==> config.mk <==
export PLATFORM = sky130hd
export DESIGN_NAME = lowpower_ctrl
export DESIGN_NICKNAME = d
export VERILOG_FILES = /design/src/hw/lowpower_pkg.sv /design/src/hw/lowpower_ctrl.sv /design/src/hw/recovery_counter.sv
export VERILOG_INCLUDE_DIRS = /design/src /design/src/hw
export SDC_FILE = /design/constraint.sdc
export NUM_CORES = 1
export LEC_CHECK = 0
export ABC_AREA = 1
export BUFFER_PORTS_ARGS = -buffer_cell sky130_fd_sc_hd__buf_2
export CORE_MARGIN = 3
export CORE_UTILIZATION = 49
export CTS_BUF_LIST = sky130_fd_sc_hd__clkbuf_16
export CTS_CLUSTER_SIZE = 12
export DETAILED_ROUTE_END_ITERATION = 12
export GPL_ROUTABILITY_DRIVEN = 0
export HOLD_SLACK_MARGIN = 0.15
export PLACE_DENSITY = 0.77
export SLEW_MARGIN = 20
export SYNTH_ARGS = -nofsm -noshare
export SYNTH_HDL_FRONTEND = slang
export SYNTH_SLANG_ARGS = --single-unit
==> constraint.sdc <==
create_clock -name mclk_i -period 3.69 [get_ports mclk_i]
set_input_delay 0.1845 -clock mclk_i [delete_from_list [all_inputs] [get_ports mclk_i]]
set_output_delay 0.1845 -clock mclk_i [all_outputs]
set_load 0.005 [all_outputs]
==> src/hw/lowpower_defs.svh <==
// register map, field positions, reset values and timing counts
`ifndef LOWPOWER_DEFS_SVH
`define LOWPOWER_DEFS_SVH

`define BREAK_STATUS_ADDR     16'hFE00
`define RESET_CAUSE_ADDR      16'hFE01
`define BREAK_FLAG_CTRL_ADDR  16'hFE03

`define BREAK_EXIT_BIT        1
`define BREAK_CLEAR_EN_BIT    7

`define CAUSE_POR_BIT         7
`define CAUSE_PIN_BIT         6
`define CAUSE_WDOG_BIT        5
`define CAUSE_OPCODE_BIT      4
`define CAUSE_ADDR_BIT        3
`define CAUSE_MONITOR_BIT     2
`define CAUSE_LVI_BIT         1

`define RESET_CAUSE_RESET     8'h80
`define BREAK_STATUS_RESET    8'h00
`define BREAK_CTRL_RESET      8'h00
`define RDATA_RESET           8'h00

`define LONG_RECOVERY_CYCLES  4096
`define SHORT_RECOVERY_CYCLES 32
`define RECOVERY_CNT_W        13

`endif

==> src/hw/lowpower_pkg.sv <==
// types shared by the low-power controller
package lowpower_pkg;

    typedef enum logic [1:0] {
        ST_RUN     = 2'b00,
        ST_WAIT    = 2'b01,
        ST_STOP    = 2'b10,
        ST_RECOVER = 2'b11
    } lp_state_t;

    typedef struct packed {
        logic power_on;
        logic ext_pin;
        logic watchdog;
        logic bad_opcode;
        logic bad_address;
        logic opcode_fetch;
        logic monitor_entry;
        logic vector_erased;
        logic ext_interrupt_pin_one_at_supply;
        logic low_voltage;
    } reset_src_t;

    typedef struct packed {
        logic [15:0] addr;
        logic        rd;
        logic        wr;
        logic [7:0]  wdata;
    } reg_req_t;

endpackage

==> src/hw/lowpower_ctrl.sv <==
// low-power mode controller with break and reset cause status
`include "lowpower_defs.svh"

// Operation
// - wait or stop execution clears the interrupt mask bit.
// - wait mode stops cpu clocks, peripheral clocks keep running.
// - wait wake by interrupt starts stacking one cycle later.
// - reset or break also ends wait mode.
// - exit request is reset pin OR interrupt OR break.
// - watchdog enabled and running in wait when disable bit is 0.
// - stop entry clears the counter and disables clock generator output.
// - interrupt, reset or break ends stop mode.
// - after stop wake, stacking waits for the full recovery delay.
// - recovery is 4096 oscillator cycles, or 32 with short recovery.
// - counter held clear in stop, then times the recovery.
// - break ending wait or stop sets the break exit flag.
// - writing 0 or any reset clears the break exit flag.
// - reading the reset cause register clears all its flags.
// - power-on sets its flag and clears all other cause flags.
// - pin, watchdog, bad opcode, low voltage each set own flag.
// - bad address flag only for opcode fetches, not data accesses.
// - monitor flag on entry with erased vector and ext_interrupt_pin_one at supply.
// - status clears during break allowed only with clear enable set; the break exit flag write clear is not gated.
// - flags cleared in break stay cleared; two-step clears finish after.
module lowpower_ctrl
    import lowpower_pkg::*;
#(
    parameter int          CNT_W          = `RECOVERY_CNT_W,
    parameter logic [12:0] LONG_RECOVERY  = 13'(`LONG_RECOVERY_CYCLES),
    parameter logic [12:0] SHORT_RECOVERY = 13'(`SHORT_RECOVERY_CYCLES)
) (
    input  wire logic       mclk_i,
    input  wire logic       rst_n_i,
    input  wire logic       osc_tick_i,
    input  wire logic       wait_exec_i,
    input  wire logic       stop_exec_i,
    input  wire logic       irq_req_i,
    input  wire logic       break_irq_i,
    input  wire logic       break_state_i,
    input  wire logic       ext_rst_pin_i,
    input  wire logic       watchdog_disable_i,
    input  wire logic       short_stop_recovery_i,
    input  wire reset_src_t reset_src_i,
    input  wire reg_req_t   reg_req_i,
    output logic [7:0]      rdata_o,
    output logic            clear_imask_o,
    output logic            cpu_clk_en_o,
    output logic            periph_clk_en_o,
    output logic            clock_gen_output_o,
    output logic            stack_start_o,
    output logic            lowpower_exit_request_o,
    output logic            watchdog_run_o,
    output logic            status_clear_allow_o
);
    lp_state_t  state_reg;
    lp_state_t  state_next;
    logic       irq_wake_reg;
    logic       break_wake_reg;
    logic [7:0] reset_cause_reg;
    logic [7:0] reset_cause_next;
    logic [7:0] break_status_reg;
    logic [7:0] break_status_next;
    logic [7:0] break_flag_ctrl_reg;
    logic [7:0] rdata_next;
    logic       clear_imask_reg;
    logic       cpu_clk_en_reg;
    logic       periph_clk_en_reg;
    logic       clk_gen_reg;
    logic       stack_reg;
    logic       exit_req_reg;
    logic       wdog_run_reg;
    logic       clear_allow_reg;
    logic       clear_imask_next;
    logic       cpu_clk_en_next;
    logic       periph_clk_en_next;
    logic       clk_gen_next;
    logic       stack_next;
    logic       wdog_run_next;
    logic       irq_wake_next;
    logic       break_wake_next;
    logic [7:0] break_flag_ctrl_next;

    // bus decode
    wire sel_status = (reg_req_i.addr == `BREAK_STATUS_ADDR);
    wire sel_cause  = (reg_req_i.addr == `RESET_CAUSE_ADDR);
    wire sel_ctrl   = (reg_req_i.addr == `BREAK_FLAG_CTRL_ADDR);
    wire rd_cause   = reg_req_i.rd && sel_cause;
    wire wr_status  = reg_req_i.wr && sel_status;
    wire wr_ctrl    = reg_req_i.wr && sel_ctrl;

    wire break_clear_enable = break_flag_ctrl_reg[`BREAK_CLEAR_EN_BIT];
    // protected flags keep their value through break
    wire clear_allowed = !break_state_i || break_clear_enable;

    wire exit_request = ext_rst_pin_i || irq_req_i || break_irq_i;

    wire in_wait     = (state_reg == ST_WAIT);
    wire in_stop     = (state_reg == ST_STOP);
    wire in_recover  = (state_reg == ST_RECOVER);
    wire wait_exit   = in_wait && exit_request;
    wire stop_exit   = in_stop && exit_request;
    wire break_exit  = (in_wait || in_stop) && break_irq_i;
    wire recover_done;

    // counter cleared throughout stop, runs only in recovery
    wire counter_clear = !in_recover;
    wire [CNT_W-1:0] recovery_limit = short_stop_recovery_i
        ? CNT_W'(SHORT_RECOVERY) : CNT_W'(LONG_RECOVERY);

    recovery_counter #(
        .W (CNT_W)
    ) u_recovery (
        .mclk_i  (mclk_i),
        .rst_n_i (rst_n_i),
        .clear_i (counter_clear),
        .tick_i  (osc_tick_i),
        .limit_i (recovery_limit),
        .done_o  (recover_done)
    );

    always_comb begin
        state_next = state_reg;
        unique case (state_reg)
            ST_RUN: begin
                if (stop_exec_i) begin
                    state_next = ST_STOP;
                end else if (wait_exec_i) begin
                    state_next = ST_WAIT;
                end
            end
            ST_WAIT: begin
                if (exit_request) begin
                    state_next = ST_RUN;
                end
            end
            ST_STOP: begin
                if (exit_request) begin
                    state_next = ST_RECOVER;
                end
            end
            ST_RECOVER: begin
                if (recover_done) begin
                    state_next = ST_RUN;
                end
            end
        endcase
    end

    // reset cause: set wins over read clear, power-on wipes the rest
    always_comb begin
        reset_cause_next = reset_cause_reg;
        if (rd_cause && clear_allowed) begin
            reset_cause_next = 8'h00;
        end
        if (reset_src_i.ext_pin) begin
            reset_cause_next[`CAUSE_PIN_BIT] = 1'b1;
        end
        if (reset_src_i.watchdog) begin
            reset_cause_next[`CAUSE_WDOG_BIT] = 1'b1;
        end
        if (reset_src_i.bad_opcode) begin
            reset_cause_next[`CAUSE_OPCODE_BIT] = 1'b1;
        end
        if (reset_src_i.bad_address && reset_src_i.opcode_fetch) begin
            reset_cause_next[`CAUSE_ADDR_BIT] = 1'b1;
        end
        if (reset_src_i.monitor_entry && reset_src_i.vector_erased
            && reset_src_i.ext_interrupt_pin_one_at_supply) begin
            reset_cause_next[`CAUSE_MONITOR_BIT] = 1'b1;
        end
        if (reset_src_i.low_voltage) begin
            reset_cause_next[`CAUSE_LVI_BIT] = 1'b1;
        end
        if (reset_src_i.power_on) begin
            reset_cause_next = `RESET_CAUSE_RESET;
        end
    end

    // break exit flag: only the flag bit is writable, and only to 0
    always_comb begin
        break_status_next = break_status_reg;
        if (wr_status && !reg_req_i.wdata[`BREAK_EXIT_BIT]) begin
            break_status_next[`BREAK_EXIT_BIT] = 1'b0;
        end
        if (break_exit) begin
            break_status_next[`BREAK_EXIT_BIT] = 1'b1;
        end
    end

    // unmapped addresses read as zero
    assign rdata_next = !reg_req_i.rd ? rdata_o :
                        sel_status ? break_status_reg :
                        sel_cause  ? reset_cause_reg :
                        sel_ctrl   ? break_flag_ctrl_reg : 8'h00;

    // wake source is latched once, at the stop exit edge
    assign irq_wake_next   = stop_exit ? irq_req_i : irq_wake_reg;
    assign break_wake_next = stop_exit ? break_irq_i : break_wake_reg;

    // only the clear enable bit is kept, the others read 0
    assign break_flag_ctrl_next = wr_ctrl
        ? (reg_req_i.wdata & (8'h01 << `BREAK_CLEAR_EN_BIT))
        : break_flag_ctrl_reg;

    wire next_run      = (state_next == ST_RUN);
    wire next_wait     = (state_next == ST_WAIT);
    wire next_clk_off  = (state_next == ST_STOP)
                         || (state_next == ST_RECOVER);
    wire wait_irq_wake = wait_exit && irq_req_i && !break_irq_i;
    // break wins over irq, it is served through its own vector
    wire stop_irq_wake = in_recover && recover_done && irq_wake_reg
                         && !break_wake_reg;

    assign clear_imask_next   = (state_reg == ST_RUN)
                                && (wait_exec_i || stop_exec_i);
    assign cpu_clk_en_next    = next_run;
    assign periph_clk_en_next = next_run || next_wait;
    // clock generator stays off until recovery is counted out
    assign clk_gen_next       = !next_clk_off;
    assign stack_next         = wait_irq_wake || stop_irq_wake;
    assign wdog_run_next      = !watchdog_disable_i
                                && !next_clk_off;

    always_ff @(posedge mclk_i or negedge rst_n_i) begin
        if (!rst_n_i) begin
            state_reg      <= ST_RUN;
            irq_wake_reg   <= 1'b0;
            break_wake_reg <= 1'b0;
        end else begin
            state_reg      <= state_next;
            irq_wake_reg   <= irq_wake_next;
            break_wake_reg <= break_wake_next;
        end
    end

    always_ff @(posedge mclk_i or negedge rst_n_i) begin
        if (!rst_n_i) begin
            reset_cause_reg <= `RESET_CAUSE_RESET;
        end else begin
            reset_cause_reg <= reset_cause_next;
        end
    end

    always_ff @(posedge mclk_i or negedge rst_n_i) begin
        if (!rst_n_i) begin
            break_status_reg <= `BREAK_STATUS_RESET;
        end else begin
            break_status_reg <= break_status_next;
        end
    end

    always_ff @(posedge mclk_i or negedge rst_n_i) begin
        if (!rst_n_i) begin
            break_flag_ctrl_reg <= `BREAK_CTRL_RESET;
        end else begin
            break_flag_ctrl_reg <= break_flag_ctrl_next;
        end
    end

    always_ff @(posedge mclk_i or negedge rst_n_i) begin
        if (!rst_n_i) begin
            rdata_o <= `RDATA_RESET;
        end else begin
            rdata_o <= rdata_next;
        end
    end

    always_ff @(posedge mclk_i or negedge rst_n_i) begin
        if (!rst_n_i) begin
            clear_imask_reg   <= 1'b0;
            cpu_clk_en_reg    <= 1'b1;
            periph_clk_en_reg <= 1'b1;
            clk_gen_reg       <= 1'b1;
            wdog_run_reg      <= 1'b0;
        end else begin
            clear_imask_reg   <= clear_imask_next;
            cpu_clk_en_reg    <= cpu_clk_en_next;
            periph_clk_en_reg <= periph_clk_en_next;
            clk_gen_reg       <= clk_gen_next;
            wdog_run_reg      <= wdog_run_next;
        end
    end

    always_ff @(posedge mclk_i or negedge rst_n_i) begin
        if (!rst_n_i) begin
            stack_reg       <= 1'b0;
            exit_req_reg    <= 1'b0;
            clear_allow_reg <= 1'b1;
        end else begin
            stack_reg       <= stack_next;
            exit_req_reg    <= exit_request;
            // other modules gate their clears on this level
            clear_allow_reg <= clear_allowed;
        end
    end

    assign clear_imask_o           = clear_imask_reg;
    assign cpu_clk_en_o            = cpu_clk_en_reg;
    assign periph_clk_en_o         = periph_clk_en_reg;
    assign clock_gen_output_o      = clk_gen_reg;
    assign stack_start_o           = stack_reg;
    assign lowpower_exit_request_o = exit_req_reg;
    assign watchdog_run_o          = wdog_run_reg;
    assign status_clear_allow_o    = clear_allow_reg;
endmodule

==> src/hw/recovery_counter.sv <==
// stop recovery counter, held clear during stop, counts oscillator ticks
`include "lowpower_defs.svh"

module recovery_counter #(
    parameter int W = `RECOVERY_CNT_W
) (
    input  wire logic         mclk_i,
    input  wire logic         rst_n_i,
    input  wire logic         clear_i,
    input  wire logic         tick_i,
    input  wire logic [W-1:0] limit_i,
    output logic              done_o
);
    logic [W-1:0] count_reg;
    logic [W-1:0] count_next;
    wire          reached = (count_reg == limit_i);

    assign count_next = clear_i ? '0 :
                        (tick_i && !reached) ? count_reg + W'(1) : count_reg;

    always_ff @(posedge mclk_i or negedge rst_n_i) begin
        if (!rst_n_i) begin
            count_reg <= '0;
        end else begin
            count_reg <= count_next;
        end
    end

    assign done_o = reached && !clear_i;
endmodule

==> summary.md <==
| Metric | Value |
|---|---|
| DIE WIDTH | `72.2 um` |
| Mapped Avg Cell Area | `7.93 um2` |
| Starting density of the core | `0.522` |
| # resized after CTS | `0` |
| Drt pass-1 iters | `4` |
| RSZ-0062 raised after global routing | `no` |
| Clk Latency, worst-skew pair | `280 ps` |
| Ports | `63` |
| Floorplan row count | `23` |
| CP Max Fanout | `10` |
| Root buf cell | `clkbuf_16` |
| Global Route Usage Sum | `0.200` |
| Relative slew slack | `0.425` |
| Largest net degree at the start of global routing | `41` |
| Syn Inst Count | `271` |
| Final net count | `393` |
| Core area | `4120 um2` |
| Placed Cells | `372` |
| Antenna diodes | `0` |
| Clock sink total | `40` |
| Max IR drop VDD | `0.000336 V` |
| Cts bufs inserted | `5` |
| Avg WL per Cell | `12.4 um` |
| WS Path Type | `flop to flop` |
| Max Cap Viol | `0` |
| Share of layout cells above drive strength 1 | `0.252` |
| H-tree depth | `2` |
| Slew Viols, Final | `0` |
| Worst EP arrival | `2000 ps` |
| Sequential share of the synthesized area | `0.468` |
| Worst-margin pin slew | `862 ps` |
| Max Clk Rate | `547 MHz` |
| CP required | `3860 ps` |
| Post-Syn Area | `2150 um2` |
| 1st-iter DRT viols | `154` |
| CTS tree | `yes` |
| Most frequent cells in the layout | `80 x nand2_1, 55 x buf_2, 36 x dfrtp_1` |
| Setup TNS | `0 ps` |
| Vias | `1,984` |
| Final worst path period share | `0.495` |
| Final setup violation count | `0` |
| P&R area growth vs syn | `27.6%` |
| Register bit count reported by yosys | `40` |
| DR vias/cell | `5.07` |
| Warnings, synthesis | `0` |
| Number of global-route vias before repair | `1,924` |
| Synth cell types | `32` |
| Die Ht | `72.2 um` |
| CTS clock-pin slew for the worst setup and hold paths | `60 ps` |
| GRT overflow | `0` |
| Die Area | `5220 um2` |
| Crit end category | `flop` |
| Port bufs | `55` |
| Final hold slack | `145 ps` |
| Initial antenna violation count | `0` |
| Max FFs per register | `13` |
| CTS Buffer Depth | `2` |
| HP Class | `input pin to flop` |
| Global-route wire length before repair | `8130 um` |
| DRC violations left | `0` |
| Status | `complete, no violations` |
| ANT nets after route | `0` |
| # fillers | `353` |
| Commonest non-fill, non-tap cell in the layout | `nand2_1` |
| Skew final | `4.45 ps` |
| Total wire length | `4860 um` |
| Pleak | `1.38 nW` |
| Total power divided by cell area | `474 nW/um2` |
| Post-Syn Nets | `324` |
| Fin crit period | `1830 ps` |
| Element type at the critical path start | `flop` |
| Final hold violation count | `0` |
| Finished Layout Cells | `391` |
| Hpwl dp | `3580 um` |
[layout make-up]
type,count,area [um2],share of cell area
Tap cell,50,62.6,0.0228
Clock inverter,3,42.5,0.0155
Inverter,30,120,0.0438
Sequential cell,40,1010,0.367
Clock buffer,5,125,0.0456
Timing Repair Buffer,66,385,0.141
Multi-Input combinational cell,197,1000,0.365
[critical path: stages, from the launching register on]
cell and delay, ps:
dfrtp_1 440, inv_1 130, ha_1 160, inv_1 40, nor2_1 80, nand2_1 70
nor2_2 90, nand3_2 140, nand2_4 180, inv_6 70, nor2_8 130, inv_4 80
nand2_1 70, nand2_1 40
[per-stage QoR]
| stage | area, um2 | total power [mW] | util | setup slack (ps) |
|---|---|---|---|---|
| floorplan | 2150 | 0.707 | - | 2140 |
| global placement | 2460 | 0.794 | 0.599 | 1920 |
| detailed placement | 2460 | 0.804 | 0.599 | 1900 |
| CTS | 2740 | 1.31 | 0.666 | 1880 |
| global route | 2740 | 1.37 | 0.666 | 1680 |
| finish | 2740 | 1.30 | 0.666 | 1860 |
[kinds of logic after synthesis]
| logic type | share of synthesized area |
|---|---|
| and+or+nand+nor | 0.328 |
| DFF | 0.468 |
| buffers and inverters | 0.0664 |
| AOI/OAI and AO/OA | 0.0809 |
| adders and majority gates | 0.0349 |
| xor gates and xnor gates | 0.0204 |
| other | 0.00174 |
[synthesized netlist by cell type]
cell / number / share of area
a31oi_1: 1 / 0.0029
nand3_2: 2 / 0.0093
nor3_1: 4 / 0.0093
nand4_1: 8 / 0.023
nand3_1: 20 / 0.047
a21oi_1: 3 / 0.0070
clkbuf_1: 2 / 0.0035
dfstp_2: 4 / 0.049
nor2_2: 3 / 0.0087
xnor2_1: 1 / 0.0041
inv_4: 1 / 0.0029
nand2_1: 80 / 0.14
inv_6: 1 / 0.0041
nor2_8: 1 / 0.0093
xor2_1: 4 / 0.016
nor2_1: 35 / 0.061
conb_1: 1 / 0.0017
inv_1: 24 / 0.042
a22o_1: 1 / 0.0041
o21a_1: 1 / 0.0035
o21ai_2: 5 / 0.020
dfrtp_1: 36 / 0.42
o21ai_0: 11 / 0.026
nor3_2: 1 / 0.0047
nand3b_1: 1 / 0.0035
ha_1: 6 / 0.035
nand2_4: 1 / 0.0052
buf_4: 2 / 0.0070
nor3b_1: 2 / 0.0070
a21boi_0: 1 / 0.0035
o31ai_1: 4 / 0.014
inv_2: 4 / 0.0070
[power by group]
part	total (mW)	switching (mW)	leakage, nW	internal (mW)
sequential	0.528	0.0299	0.512	0.498
clock	0.491	0.174	0.0798	0.317
combinational	0.282	0.168	0.789	0.114
[what timing repair did]
item	CTS	global route
setup buffers	0	0
hold buffers	11	0
endpoints found under the hold margin	45	0
[metal layers]
layer,global-route usage,wire length (um)
met5,0,0
met3,0.0332,289
met1,0.240,1990
met4,0.0752,87
met2,0.357,2490
[final timing paths]
| kind | start | end | slack (ps) | cells past startpoint |
|---|---|---|---|---|
| hold reg to reg | reset_cause_reg[7] | reset_cause_reg[7] | 480 | 2 |
| setup reg to reg | u_recovery.count_reg[0] | u_recovery.count_reg[11] | 1860 | 13 |
| setup / recovery | u_recovery.count_reg[0] | u_recovery.count_reg[11] | 1860 | 13 |
| max in group asynchronous | rst_n_i | rdata_o[5] | 2600 | 2 |
| min in group asynchronous | rst_n_i | u_recovery.count_reg[10] | 560 | 2 |
| hold / removal | irq_req_i | irq_wake_reg | 140 | 3 |
Power figures use the tool's default switching activity.
